==> config.mk <==
export PLATFORM = sky130hd
export DESIGN_NAME = cwd_option_decoder
export DESIGN_NICKNAME = d
export VERILOG_FILES = /design/src/cwd_pkg.sv /design/src/cwd_word_store.sv /design/src/cwd_option_decoder.sv
export VERILOG_INCLUDE_DIRS = /design/src
export SDC_FILE = /design/constraint.sdc
export NUM_CORES = 1
export LEC_CHECK = 0
export ABC_AREA = 1
export BUFFER_PORTS_ARGS = -buffer_cell sky130_fd_sc_hd__buf_4
export CAP_MARGIN = 25
export CORE_UTILIZATION = 56
export DETAILED_ROUTE_END_ITERATION = 7
export GPL_ROUTABILITY_DRIVEN = 0
export HOLD_SLACK_MARGIN = 0.06
export PLACE_DENSITY = 0.9
export SLEW_MARGIN = 20
export SYNTH_ARGS = -nofsm -noshare
export SYNTH_HDL_FRONTEND = slang
export SYNTH_SLANG_ARGS = --single-unit
==> constraint.sdc <==
create_clock -name ref_clk_i -period 2.5 [get_ports ref_clk_i]
set_clock_uncertainty 0.05 [all_clocks]
set_input_delay 0.25 -clock ref_clk_i [delete_from_list [all_inputs] [get_ports ref_clk_i]]
set_output_delay 0.25 -clock ref_clk_i [all_outputs]
set_load 0.03 [all_outputs]
==> src/cwd_cfg.svh <==
`ifndef CWD_CFG_SVH
`define CWD_CFG_SVH

// Configuration word location and layout.
`define CWD_WORD_ADDR        14'h2007
`define CWD_WORD_W           14
`define CWD_ERASED_WORD      14'h3fff
`define CWD_IMPL_MASK        14'h31ff
`define CWD_BG_HI            13
`define CWD_BG_LO            12
`define CWD_DATA_PROT_BIT    8
`define CWD_PROG_PROT_BIT    7
`define CWD_BROWNOUT_BIT     6
`define CWD_RESET_PIN_BIT    5
`define CWD_POWERUP_N_BIT    4
`define CWD_WATCHDOG_BIT     3
`define CWD_OSC_HI           2
`define CWD_OSC_LO           0

// Timing at a 25 MHz reference clock.
`define CWD_CLK_HZ           25000000
`define CWD_POWERUP_MS       72
`define CWD_BROWNOUT_MS      72
`define CWD_POWERUP_CYC      ((`CWD_CLK_HZ / 1000) * `CWD_POWERUP_MS)
`define CWD_BROWNOUT_CYC     ((`CWD_CLK_HZ / 1000) * `CWD_BROWNOUT_MS)
`define CWD_SETTLE_CYC       1024
`define CWD_WDOG_DIV         16
`define CWD_CNT_W            24

`endif

==> src/cwd_pkg.sv <==
package cwd_pkg;

	typedef enum logic [2:0]
	{
		CWD_OSC_LOW_POWER_XTAL  = 3'h0,
		CWD_OSC_STD_XTAL        = 3'h1,
		CWD_OSC_HIGH_SPEED_XTAL = 3'h2,
		CWD_OSC_EXT_CLOCK       = 3'h3,
		CWD_OSC_INT_IO          = 3'h4,
		CWD_OSC_INT_CLOCK_OUTPUT_PIN      = 3'h5,
		CWD_OSC_RC_IO           = 3'h6,
		CWD_OSC_RC_CLOCK_OUTPUT_PIN       = 3'h7
	} cwd_osc_e;

	typedef enum logic [2:0]
	{
		CWD_ST_LOAD,
		CWD_ST_ERASE,
		CWD_ST_POWERUP,
		CWD_ST_SETTLE,
		CWD_ST_RUN,
		CWD_ST_BROWNOUT
	} cwd_state_e;

endpackage

==> src/cwd_word_store.sv <==
`timescale 1ns/1ps
`include "cwd_cfg.svh"

// Nonvolatile configuration word cell; read data come from a register.
module cwd_word_store
#(
	parameter int WIDTH = `CWD_WORD_W
)
(
	input  wire logic             ref_clk_i,
	input  wire logic             reset_i,
	input  wire logic             write_i,
	input  wire logic [WIDTH-1:0] wdata_i,
	output logic      [WIDTH-1:0] rdata_o
);
	logic [WIDTH-1:0] cell_reg;
	logic [WIDTH-1:0] cell_next;
	logic [WIDTH-1:0] rdata_reg;

	// Erased state reads ones in every implemented bit, so a blank part comes up with brown-out, watchdog and reset pin on.
	always_comb
	begin
		cell_next = cell_reg;
		if (write_i)
		begin
			cell_next = wdata_i & WIDTH'(`CWD_IMPL_MASK);
		end
	end

	always_ff @(posedge ref_clk_i or posedge reset_i)
	begin
		if (reset_i)
		begin
			cell_reg  <= WIDTH'(`CWD_ERASED_WORD) & WIDTH'(`CWD_IMPL_MASK);
			rdata_reg <= '0;
		end
		else
		begin
			cell_reg  <= cell_next;
			rdata_reg <= cell_reg;
		end
	end

	assign rdata_o = rdata_reg;

endmodule

==> src/cwd_option_decoder.sv <==
`timescale 1ns/1ps
`include "cwd_cfg.svh"

// Summary of operation
// - Option bits read zero when programmed and one when erased.
// - Word lives at its config address, accessible only in programming mode.
// - Two top bits trim the bandgap reference, 00 lowest to 11 highest.
// - Bit 8 low enables data memory read-out protection.
// - Bit 7 low enables program memory read-out protection.
// - Dropping data protection erases all data nonvolatile memory.
// - Dropping program protection erases program memory and calibration value.
// - Bit 6 high turns the brown-out detector on.
// - Brown-out enable does not enable the power-up delay timer.
// - Bit 5 high makes the shared pin active-low reset, else I/O.
// - Bit 4 low enables the power-up delay timer.
// - Power-up delay holds reset 72 ms on every reload while power_on_i is high.
// - Brown-out holds reset for at least 72 ms.
// - Bit 3 high turns the watchdog timer on.
// - Watchdog runs from its own oscillator, not the system clock.
// - Settle timer holds reset until the crystal oscillator is stable.
// - Codes 111, 110 are RC modes; 101 internal with clock output.
// - Code 100 internal with pins I/O; 011 external clock input.
// - Codes 010, 001, 000 are high-speed, standard, low-power crystals.
// - Crystal modes also accept an external clock on pin one.
// - External reset stops internal clock in internal or RC modes.
// - Sleep ends on external reset, watchdog wake-up or enabled interrupt.
// - Clock-output modes drive oscillator frequency divided by four on pin two.
module cwd_option_decoder
#(
	parameter int POWERUP_CYC  = `CWD_POWERUP_CYC,
	parameter int BROWNOUT_CYC = `CWD_BROWNOUT_CYC,
	parameter int SETTLE_CYC   = `CWD_SETTLE_CYC,
	parameter int WDOG_DIV     = `CWD_WDOG_DIV
)
(
	input  wire logic                    ref_clk_i,
	input  wire logic                    reset_i,
	input  wire logic                    prog_mode_i,
	input  wire logic [13:0]             prog_addr_i,
	input  wire logic                    prog_write_i,
	input  wire logic [13:0]             prog_wdata_i,
	output logic      [13:0]             prog_rdata_o,
	input  wire logic                    power_on_i,
	input  wire logic                    brownout_i,
	input  wire logic                    shared_pin_three_i,
	input  wire logic                    wdog_osc_i,
	input  wire logic                    sleep_i,
	input  wire logic                    irq_wake_i,
	input  wire logic                    sys_osc_i,
	output logic      [1:0]              bandgap_trim_o,
	output logic                         data_protect_o,
	output logic                         prog_protect_o,
	output logic                         brownout_detect_enable_o,
	output logic                         reset_pin_select_o,
	output logic                         powerup_delay_enable_o,
	output logic                         watchdog_enable_o,
	output cwd_pkg::cwd_osc_e            oscillator_select_o,
	output logic                         crystal_mode_o,
	output logic                         ext_clock_accept_o,
	output logic                         pin_one_io_o,
	output logic                         pin_two_io_o,
	output logic                         clock_output_pin_o,
	output logic                         clock_output_oe_o,
	output logic                         int_osc_stop_o,
	output logic                         data_erase_o,
	output logic                         prog_erase_o,
	output logic                         core_reset_o,
	output logic                         wdog_tick_o,
	output logic                         wake_o
);
	import cwd_pkg::*;

	// ----------------------------------------------------------------
	// Word storage and programmer access
	// ----------------------------------------------------------------
	logic        hit;
	logic        store_write;
	logic [13:0] store_rdata;

	assign hit         = prog_mode_i && (prog_addr_i == `CWD_WORD_ADDR);
	assign store_write = hit && prog_write_i;

	cwd_word_store #(.WIDTH(`CWD_WORD_W)) u_store
	(
		.ref_clk_i (ref_clk_i),
		.reset_i   (reset_i),
		.write_i   (store_write),
		.wdata_i   (prog_wdata_i),
		.rdata_o   (store_rdata)
	);

	// Running code never sees the word; only the programmer path reads it.
	assign prog_rdata_o = hit ? store_rdata : 14'h0000;

	// ----------------------------------------------------------------
	// Sequencer and latched options
	// ----------------------------------------------------------------
	cwd_state_e         state_reg;
	cwd_state_e         state_next;
	logic [13:0]        opt_reg;
	logic [13:0]        opt_next;
	logic [`CWD_CNT_W-1:0] cnt_reg;
	logic [`CWD_CNT_W-1:0] cnt_next;
	logic               derase_reg;
	logic               derase_next;
	logic               perase_reg;
	logic               perase_next;
	logic               load_wait_reg;
	logic               load_wait_next;
	logic               old_dprot;
	logic               old_pprot;
	logic               new_dprot;
	logic               new_pprot;
	logic               ext_reset;

	assign old_dprot = ~opt_reg[`CWD_DATA_PROT_BIT];
	assign old_pprot = ~opt_reg[`CWD_PROG_PROT_BIT];
	assign new_dprot = ~prog_wdata_i[`CWD_DATA_PROT_BIT];
	assign new_pprot = ~prog_wdata_i[`CWD_PROG_PROT_BIT];

	always_comb
	begin
		state_next     = state_reg;
		opt_next       = opt_reg;
		cnt_next       = cnt_reg;
		derase_next    = 1'b0;
		perase_next    = 1'b0;
		load_wait_next = 1'b0;
		// Protection turned off by the programmer wipes the guarded memory.
		if (store_write && old_dprot && !new_dprot)
		begin
			derase_next = 1'b1;
		end
		if (store_write && old_pprot && !new_pprot)
		begin
			perase_next = 1'b1;
		end
		unique case (state_reg)
			CWD_ST_LOAD:
			begin
				// The store needs one cycle to present its registered word.
				load_wait_next = 1'b1;
				if (load_wait_reg)
				begin
					opt_next = store_rdata;
					if (!store_rdata[`CWD_POWERUP_N_BIT] && power_on_i)
					begin
						state_next = CWD_ST_POWERUP;
						cnt_next   = `CWD_CNT_W'(POWERUP_CYC - 1);
					end
					else if (store_rdata[`CWD_OSC_HI:`CWD_OSC_LO] <= 3'h2)
					begin
						state_next = CWD_ST_SETTLE;
						cnt_next   = `CWD_CNT_W'(SETTLE_CYC - 1);
					end
					else
					begin
						state_next = CWD_ST_RUN;
					end
				end
			end
			CWD_ST_POWERUP:
			begin
				if (cnt_reg == '0)
				begin
					state_next = (opt_reg[`CWD_OSC_HI:`CWD_OSC_LO] <= 3'h2) ?
						CWD_ST_SETTLE : CWD_ST_RUN;
					cnt_next   = `CWD_CNT_W'(SETTLE_CYC - 1);
				end
				else
				begin
					cnt_next = cnt_reg - 1'b1;
				end
			end
			CWD_ST_SETTLE:
			begin
				if (cnt_reg == '0)
				begin
					state_next = CWD_ST_RUN;
				end
				else
				begin
					cnt_next = cnt_reg - 1'b1;
				end
			end
			CWD_ST_BROWNOUT:
			begin
				// Hold restarts while the supply stays low.
				if (brownout_i)
				begin
					cnt_next = `CWD_CNT_W'(BROWNOUT_CYC - 1);
				end
				else if (cnt_reg == '0)
				begin
					state_next = CWD_ST_LOAD;
				end
				else
				begin
					cnt_next = cnt_reg - 1'b1;
				end
			end
			CWD_ST_RUN:
			begin
				if (ext_reset)
				begin
					state_next = CWD_ST_LOAD;
				end
			end
			CWD_ST_ERASE:
			begin
				state_next = CWD_ST_LOAD;
			end
		endcase
		// Keep the protect view current so a later write sees the change.
		// Applied after the load so a write on the latching edge is not lost.
		if (store_write)
		begin
			opt_next[`CWD_DATA_PROT_BIT] = prog_wdata_i[`CWD_DATA_PROT_BIT];
			opt_next[`CWD_PROG_PROT_BIT] = prog_wdata_i[`CWD_PROG_PROT_BIT];
		end
		// Brown-out only acts when its enable was latched, independent of delay bit.
		if (opt_reg[`CWD_BROWNOUT_BIT] && brownout_i)
		begin
			state_next = CWD_ST_BROWNOUT;
			cnt_next   = `CWD_CNT_W'(BROWNOUT_CYC - 1);
		end
	end

	always_ff @(posedge ref_clk_i or posedge reset_i)
	begin
		if (reset_i)
		begin
			state_reg     <= CWD_ST_LOAD;
			opt_reg       <= `CWD_ERASED_WORD;
			cnt_reg       <= '0;
			derase_reg    <= 1'b0;
			perase_reg    <= 1'b0;
			load_wait_reg <= 1'b0;
		end
		else
		begin
			state_reg     <= state_next;
			opt_reg       <= opt_next;
			cnt_reg       <= cnt_next;
			derase_reg    <= derase_next;
			perase_reg    <= perase_next;
			load_wait_reg <= load_wait_next;
		end
	end

	// ----------------------------------------------------------------
	// Option decode
	// ----------------------------------------------------------------
	cwd_osc_e osc;

	assign osc = cwd_osc_e'(opt_reg[`CWD_OSC_HI:`CWD_OSC_LO]);

	// With the pin as I/O the internal reset input is held inactive.
	assign ext_reset = opt_reg[`CWD_RESET_PIN_BIT] && !shared_pin_three_i;

	assign bandgap_trim_o           = opt_reg[`CWD_BG_HI:`CWD_BG_LO];
	assign data_protect_o           = ~opt_reg[`CWD_DATA_PROT_BIT];
	assign prog_protect_o           = ~opt_reg[`CWD_PROG_PROT_BIT];
	assign brownout_detect_enable_o = opt_reg[`CWD_BROWNOUT_BIT];
	assign reset_pin_select_o       = opt_reg[`CWD_RESET_PIN_BIT];
	assign powerup_delay_enable_o   = ~opt_reg[`CWD_POWERUP_N_BIT];
	assign watchdog_enable_o        = opt_reg[`CWD_WATCHDOG_BIT];
	assign oscillator_select_o      = osc;
	assign data_erase_o             = derase_reg;
	assign prog_erase_o             = perase_reg;
	assign core_reset_o             = (state_reg != CWD_ST_RUN) || ext_reset;
	assign wake_o                   = sleep_i && (ext_reset || wdog_tick_o || irq_wake_i);

	always_comb
	begin
		crystal_mode_o     = 1'b0;
		ext_clock_accept_o = 1'b0;
		pin_one_io_o       = 1'b0;
		pin_two_io_o       = 1'b0;
		clock_output_oe_o  = 1'b0;
		int_osc_stop_o     = 1'b0;
		unique case (osc)
			CWD_OSC_RC_CLOCK_OUTPUT_PIN:       clock_output_oe_o = 1'b1;
			CWD_OSC_RC_IO:           pin_two_io_o = 1'b1;
			CWD_OSC_INT_CLOCK_OUTPUT_PIN:
			begin
				clock_output_oe_o = 1'b1;
				pin_one_io_o      = 1'b1;
			end
			CWD_OSC_INT_IO:
			begin
				pin_one_io_o = 1'b1;
				pin_two_io_o = 1'b1;
			end
			CWD_OSC_EXT_CLOCK:
			begin
				ext_clock_accept_o = 1'b1;
				pin_two_io_o       = 1'b1;
			end
			CWD_OSC_HIGH_SPEED_XTAL,
			CWD_OSC_STD_XTAL,
			CWD_OSC_LOW_POWER_XTAL:
			begin
				crystal_mode_o     = 1'b1;
				ext_clock_accept_o = 1'b1;
			end
		endcase
		if (osc >= CWD_OSC_INT_IO)
		begin
			int_osc_stop_o = ext_reset;
		end
	end

	// ----------------------------------------------------------------
	// Clock output and watchdog tick
	// ----------------------------------------------------------------
	// The system oscillator is sampled as a level; divide its rising edges by four.
	logic       osc_d_reg;
	logic [1:0] div_reg;
	logic [1:0] div_next;
	logic       clko_reg;
	logic       clko_next;
	logic       wd_d_reg;
	logic [$clog2(WDOG_DIV)-1:0] wd_cnt_reg;
	logic [$clog2(WDOG_DIV)-1:0] wd_cnt_next;
	logic       wd_tick_reg;
	logic       wd_tick_next;

	always_comb
	begin
		div_next     = div_reg;
		clko_next    = clko_reg;
		wd_cnt_next  = wd_cnt_reg;
		wd_tick_next = 1'b0;
		if (sys_osc_i && !osc_d_reg)
		begin
			div_next = div_reg + 2'h1;
			if (div_reg[0])
			begin
				clko_next = ~clko_reg;
			end
		end
		// Watchdog time base counts only its own oscillator's edges.
		if (watchdog_enable_o && wdog_osc_i && !wd_d_reg)
		begin
			wd_cnt_next = wd_cnt_reg + 1'b1;
			if (wd_cnt_reg == ($clog2(WDOG_DIV))'(WDOG_DIV - 1))
			begin
				wd_tick_next = 1'b1;
				wd_cnt_next  = '0;
			end
		end
	end

	always_ff @(posedge ref_clk_i or posedge reset_i)
	begin
		if (reset_i)
		begin
			osc_d_reg   <= 1'b0;
			div_reg     <= 2'h0;
			clko_reg    <= 1'b0;
			wd_d_reg    <= 1'b0;
			wd_cnt_reg  <= '0;
			wd_tick_reg <= 1'b0;
		end
		else
		begin
			osc_d_reg   <= sys_osc_i;
			div_reg     <= div_next;
			clko_reg    <= clko_next;
			wd_d_reg    <= wdog_osc_i;
			wd_cnt_reg  <= wd_cnt_next;
			wd_tick_reg <= wd_tick_next;
		end
	end

	assign clock_output_pin_o = clock_output_oe_o & clko_reg;
	// A tick already in flight when the watchdog is switched off is dropped.
	assign wdog_tick_o        = wd_tick_reg & watchdog_enable_o;

endmodule

==> results of run 1 <==
[critical path: cells and delay by family, from the launching register on]
family	cells	cell delay, ps
AND/OR/NAND/NOR	3	870
flip-flops	1	450
buffers and inverters	1	330
AO/OA/AOI/OAI	1	260
[per-layer routing]
layer  routed length, microns  vias to the layer above  track usage, %
li1                         -                     1925               -
met1                     4280                     1828            35.5
met4                      309                        0            13.8
met2                     5170                      198            51.0
met3                      771                       43            7.56
met5                        0                        -               0
[how the worst max path moves through the flow]
stage,cells after the start,startpoint,end
finish,5,state_reg[0],opt_reg[0]
global placement,8,cnt_reg[0],cnt_reg[0]
global route,5,state_reg[0],opt_reg[0]
CTS,5,state_reg[0],opt_reg[0]
detailed placement,5,state_reg[0],opt_reg[13]
floorplan,1,reset_i,clko_reg
[cells in the final DEF (no fill, tap or decap), drive strengths merged, types with 11 or more instances in the layout]
cell type	count
dfrtp	50
o21ai	38
nor2	99
a21oi	18
nand2	159
inv	80
dfstp	22
clkbuf	11
buf	70
nand3	41
[report_power, final]
part	internal (uW)	leakage, uW	switching (uW)
registers	1290	0.000842	149
logic	351	0.00153	603
clock network	590	0.000110	443
total	2230	0.00248	1190
[stage by stage]
| step | util, % | power [uW] | instance area [sq um] | instances |
|---|---|---|---|---|
| 2_1_floorplan | - | 2130 | 4180 | 572 |
| 6_report | 69.2 | 3420 | 4990 | 746 |
| 3_3_place_gp | 65.5 | 2310 | 4720 | 725 |
| 3_5_place_dp | 65.5 | 2370 | 4720 | 725 |
| 4_1_cts | 69.2 | 3410 | 4990 | 746 |
| 5_1_grt | 69.2 | 3630 | 4990 | 746 |
[logic make-up (layout without fill, tap and decap cells)]
kind of cell    count (synthesis)  after routing  synth area share [%]
simple gates                  326            326                  35.0
buf+inv                        96            171                  9.99
flops                          72             72                  43.9
compound gates                 61             61                  7.71
xor+xnor                       10             10                  2.10
fa+ha+maj                       4              4                  1.20
other cells                     1              3                0.0899
[timing repair]
action	CTS	global route
endpoints found under the hold margin	31	0
endpoints found under the setup margin	0	0
hold buffers	5	0
buffers inserted	0	0
[cell type report]
| cell class | instances | share of cell area [%] |
|---|---|---|
| clock buffers | 11 | 2.83 |
| clock inverters | 5 | 1.63 |
| inverters | 80 | 6.01 |
| multi-input cells | 404 | 38.7 |
| flip-flops and latches | 72 | 36.6 |
| well taps | 99 | 2.48 |
| repair buffers | 75 | 11.8 |
==> results by group, run 1 <==
Status
  • Status: completed

Power
  • Pwr dens: 685 nW/um^2
  • Static leakage: 0.00248 uW
  • VDD IR max: 456 uV

CTS
  • CTS clk-pin slew, worst paths: 70 ps
  • CTS tree: built
  • Worst-Skew Late Latency: 340 ps
  • Max Buffers Root-to-Sink: 2
  • Clock sinks: 72
  • Num CTS Buffers: 9
  • Post_cts resized: 0
  • CTS root buffer: clkbuf_8
  • Depth of the CTS H-tree: 3

Synthesis
  • YS warnings: 0
  • Distinct cells, synth: 38
  • EDFF count, synth: 0
  • Post-Synthesis Cells: 570
  • Synthesized cell area: 4170 sq um
  • Ranking of synthesized cells by area: dfrtp_1, dfstp_2, nand2_1
  • Syn Area/Cell: 7.31 sq um
  • Post-synth top cells: nand2_1, nor2_1, inv_1, dfrtp_1, nand3_1
  • Post-synth top area share: 30.0%
  • Seq/Total Area, Yosys: 43.9%
  • Count leader, synth: nand2_1
  • Synth Register Bits: 72
  • Post-synth top area cell: dfrtp_1
  • Post-synth ARST share: 100%
  • Ys flop type: dfrtp_1

Placed design
  • Post-Place Setup Slack: 501 ps
  • Port bufs: 69
  • DP HPWL: 7560 microns

Timing
  • Final period utilization: 82.0%
  • Fin Setup TNS: 0 ps
  • Final Setup Violations: 0
  • RSZ-0062 raised after global routing: no
  • Final worst slack: 450 ps
  • Hold Violations, Final: 0
  • Hold_ws: 72.3 ps
  • Period minus WS final: 2050 ps
  • Worst slew margin: 55.8%
  • Actual slew at the worst max-slew pin: 661 ps
  • Max Slew Vio Count: 0
  • Fmax: 488 MHz

Min path
  • Worst hold endpoint: u_store.cell_reg[0]
  • Worst Hold Launch: prog_wdata_i[0]
  • WHS Path Cells: 3
  • Hold Crit Class: in2reg

Floorplan
  • Die area: 7790 sq um
  • Width of the chip: 88.3 microns
  • Die H: 88.3 microns
  • Starting Density: 57.8%
  • Placeable Area: 7210 sq um
  • # rows: 31
  • Ports: 76

Setup path
  • WP data required: 2710 ps
  • FF-to-FF path depth: 5
  • Worst Setup Path Type: reg2reg
  • CP max-delay cell: nor2_1
  • Crit end category: register
  • Crit path max fanout: 12
  • Worst r2r dst: opt_reg[0]
  • Most Frequent Cell on Critical Path: nor2_1
  • CP peak stage delay: 530 ps
  • Arr. time, crit path: 2260 ps
  • Reg-to-reg startpoint: state_reg[0]
  • Setup slack, reg-to-reg: 450 ps
  • Startpoint types: register
  • Worst-path cell chain: nor2_1 -> nand2_1 -> nor2_1 -> inv_1 -> o21ai_0

Drt
  • Drc violations: 0
  • WL per Instance: 14.1 microns
  • Final ANT Viol Nets: 0
  • Initial DRC Count: 242
  • Drt via density: 5.35
  • TritonRoute pass-1 iters: 5
  • Routed via count: 3994
  • Final Routed Wirelength: 10500 microns

Final layout
  • Antenna diodes: 0
  • Layout area overhead: 19.8%
  • Flip-flop count of the largest register after layout: 24
  • Area of the multi-input gates: 1930 sq um
  • Nets@finish: 685
  • Layout cells sized above 1: 21.8%
  • Reg area: 1830 sq um
  • # fillers: 573

GRT
  • Initial antenna violation count: 0
  • Grt ovf: 0
  • Tot GR Track Use: 29.9%
  • First-pass GRT wire length: 17900 microns
  • Largest net degree at the start of global routing: 46
  • Vias in the first global route: 4074

Run
  • Maxcap violations: 0
Note: power is estimated with default switching activity, not from simulation.
==> inputs of run 2 (changes only) <==
==> constraint.sdc (replaced) <==
create_clock -name ref_clk_i -period 2 [get_ports ref_clk_i]
set_clock_uncertainty 0.05 [all_clocks]
set_input_delay 0.2 -clock ref_clk_i [delete_from_list [all_inputs] [get_ports ref_clk_i]]
set_output_delay 0.2 -clock ref_clk_i [all_outputs]
set_load 0.03 [all_outputs]
==> results by group, run 2 (synthesized netlist as in run 1, its figures left out) <==
Timing
  • Max Slew Vio Count: 0 (unchanged)
  • Period minus WS final: 1900 ps (was 2050 ps)
  • Final Setup Violations: 0 (unchanged)
  • Worst slew margin: 66.0% (was 55.8%)
  • RSZ-0062 raised after global routing: no (unchanged)
  • Fmax: 527 MHz (was 488 MHz)
  • Actual slew at the worst max-slew pin: 508 ps (was 661 ps)
  • Final period utilization: 94.9% (was 82.0%)
  • Fin Setup TNS: 0 ps (unchanged)
  • Hold Violations, Final: 0 (unchanged)
  • Hold_ws: 66.2 ps (was 72.3 ps)

Setup path
  • Arr. time, crit path: 2070 ps (was 2260 ps)
  • CP max-delay cell: dfrtp_1 (was nor2_1)
  • WP data required: 2170 ps (was 2710 ps)
  • CP peak stage delay: 400 ps (was 530 ps)
  • Startpoint types: register (unchanged)
  • Crit end category: register (unchanged)
  • Worst Setup Path Type: reg2reg (unchanged)
  • Worst-path cell chain: inv_1 -> ha_1 -> nand3_1 -> nor2_1 -> nand3_2 -> ha_1 -> a21oi_1 -> a22oi_1 (was nor2_1 -> nand2_1 -> nor2_1 -> inv_1 -> o21ai_0)
  • Crit path max fanout: 6 (was 12)
  • Most Frequent Cell on Critical Path: ha_1 (was nor2_1)

CTS
  • Post-CTS Setup Bufs: 0 (unchanged)
  • CTS clk-pin slew, worst paths: 80 ps (was 70 ps)
  • Clock sinks: 72 (unchanged)
  • Num CTS Buffers: 9 (unchanged)
  • Worst-Skew Late Latency: 350 ps (was 340 ps)
  • Max Buffers Root-to-Sink: 2 (unchanged)
  • Depth of the CTS H-tree: 3 (unchanged)
  • CTS root buffer: clkbuf_8 (unchanged)
  • CTS tree: built (unchanged)

Final layout
  • Most common cell after layout, fill and taps aside: nand2_1 (unchanged)
  • Layout area overhead: 22.0% (was 19.8%)
  • Most frequent cells in the layout: nand2_1, nor2_1, buf_4 (was nand2_1, nor2_1, inv_1)
  • Antenna diodes: 0 (unchanged)
  • Nets@finish: 701 (was 685)
  • Reg area: 1830 sq um (unchanged)
  • Finished Layout Cells: 761 (was 746)
  • Post-route core utilization: 70.5% (was 69.2%)
  • Layout cells sized above 1: 22.7% (was 21.8%)
  • # fillers: 550 (was 573)
  • Flip-flop count of the largest register after layout: 24 (unchanged)
  • Area of the multi-input gates: 1930 sq um (unchanged)

Drt
  • Drt via density: 5.34 (was 5.35)
  • WL per Instance: 14.2 microns (was 14.1 microns)
  • Final ANT Viol Nets: 0 (unchanged)
  • Final Routed Wirelength: 10800 microns (was 10500 microns)
  • TritonRoute pass-1 iters: 5 (unchanged)
  • Initial DRC Count: 242 (unchanged)
  • Routed via count: 4065 (was 3994)
  • Drc violations: 0 (unchanged)

Power
  • Static leakage: 0.00253 uW (was 0.00248 uW)
  • VDD IR max: 457 uV (was 456 uV)
  • Total power: 4050 uW (was 3420 uW)
  • Pwr dens: 796 nW/um^2 (was 685 nW/um^2)

Placed design
  • Port bufs: 69 (unchanged)
  • DP HPWL: 7820 microns (was 7560 microns)
  • Placed cell count: 734 (was 725)

Floorplan
  • Die H: 88.3 microns (unchanged)
  • Ports: 76 (unchanged)
  • Width of the chip: 88.3 microns (unchanged)
  • Placeable Area: 7210 sq um (unchanged)
  • Die area: 7790 sq um (unchanged)
  • Starting Density: 57.8% (unchanged)
  • # rows: 31 (unchanged)

Min path
  • Hold Crit Class: in2reg (unchanged)

Run
  • Maxcap violations: 0 (unchanged)

GRT
  • Vias in the first global route: 4049 (was 4074)
  • Initial antenna violation count: 0 (unchanged)
  • Largest net degree at the start of global routing: 31 (was 46)
  • Grt ovf: 0 (unchanged)
  • Tot GR Track Use: 29.8% (was 29.9%)
  • First-pass GRT wire length: 17800 microns (was 17900 microns)

Status
  • Status: completed (unchanged)
run 2: power by group:
part	internal, uW	total (uW)	switching (uW)
combinational	466	1210	746
sequential	1610	1800	191
clock	449	1040	588
run 2: per-layer routing:
layer  share of wire [%]  track usage, %  vias up
met5                   0               0        -
met4                 2.7            12.0        0
met3                 7.2            6.90       35
met2                  51            54.0      188
met1                  39            34.0     1890
li1                    -               -     1952
run 2: critical path: cells and delay by family, from the launching register on:
family	cells	cell delay [ps]
and+or+nand+nor	3	400
AOI/OAI and AO/OA	2	250
buffers and inverters	1	140
adders and majority gates	2	540
DFF	1	400
run 2: layout make-up:
class                   count  area share [%]
multi-input cells         404            38.0
flip-flops and latches     72            36.0
repair buffers             91            14.3
inverters                  80            6.03
clock buffers               9            2.44
well taps                  99            2.44
clock inverters             6           0.910
run 2: path summary, 6_finish.rpt:
check | startpoint | end | slack (ps) | depth (start not counted)
setup / recovery | cnt_reg[0] | cnt_reg[0] | 100 | 8
hold / removal | prog_wdata_i[8] | opt_reg[8] | 70 | 3
setup reg to reg | cnt_reg[0] | cnt_reg[0] | 100 | 8
hold reg to reg | u_store.cell_reg[4] | u_store.rdata_o[4] | 350 | 0
max in group asynchronous | reset_i | opt_reg[4] | 890 | 4
min in group asynchronous | reset_i | state_reg[2] | 400 | 3
run 2: timing repair:
item / CTS / global route
hold buffers: 12 / 0
gates resized for setup: 0 / 2
endpoints found under the setup margin: 0 / 1
hold endpoints to repair: 21 / 0
run 2: metrics by stage:
step                      setup slack, ps  cell area, sq um
after floorplan                       288              4180
after global placement                206              4790
after detailed placement              145              4790
after CTS                             118              5080
after global routing                 10.3              5090
final                                 101              5090
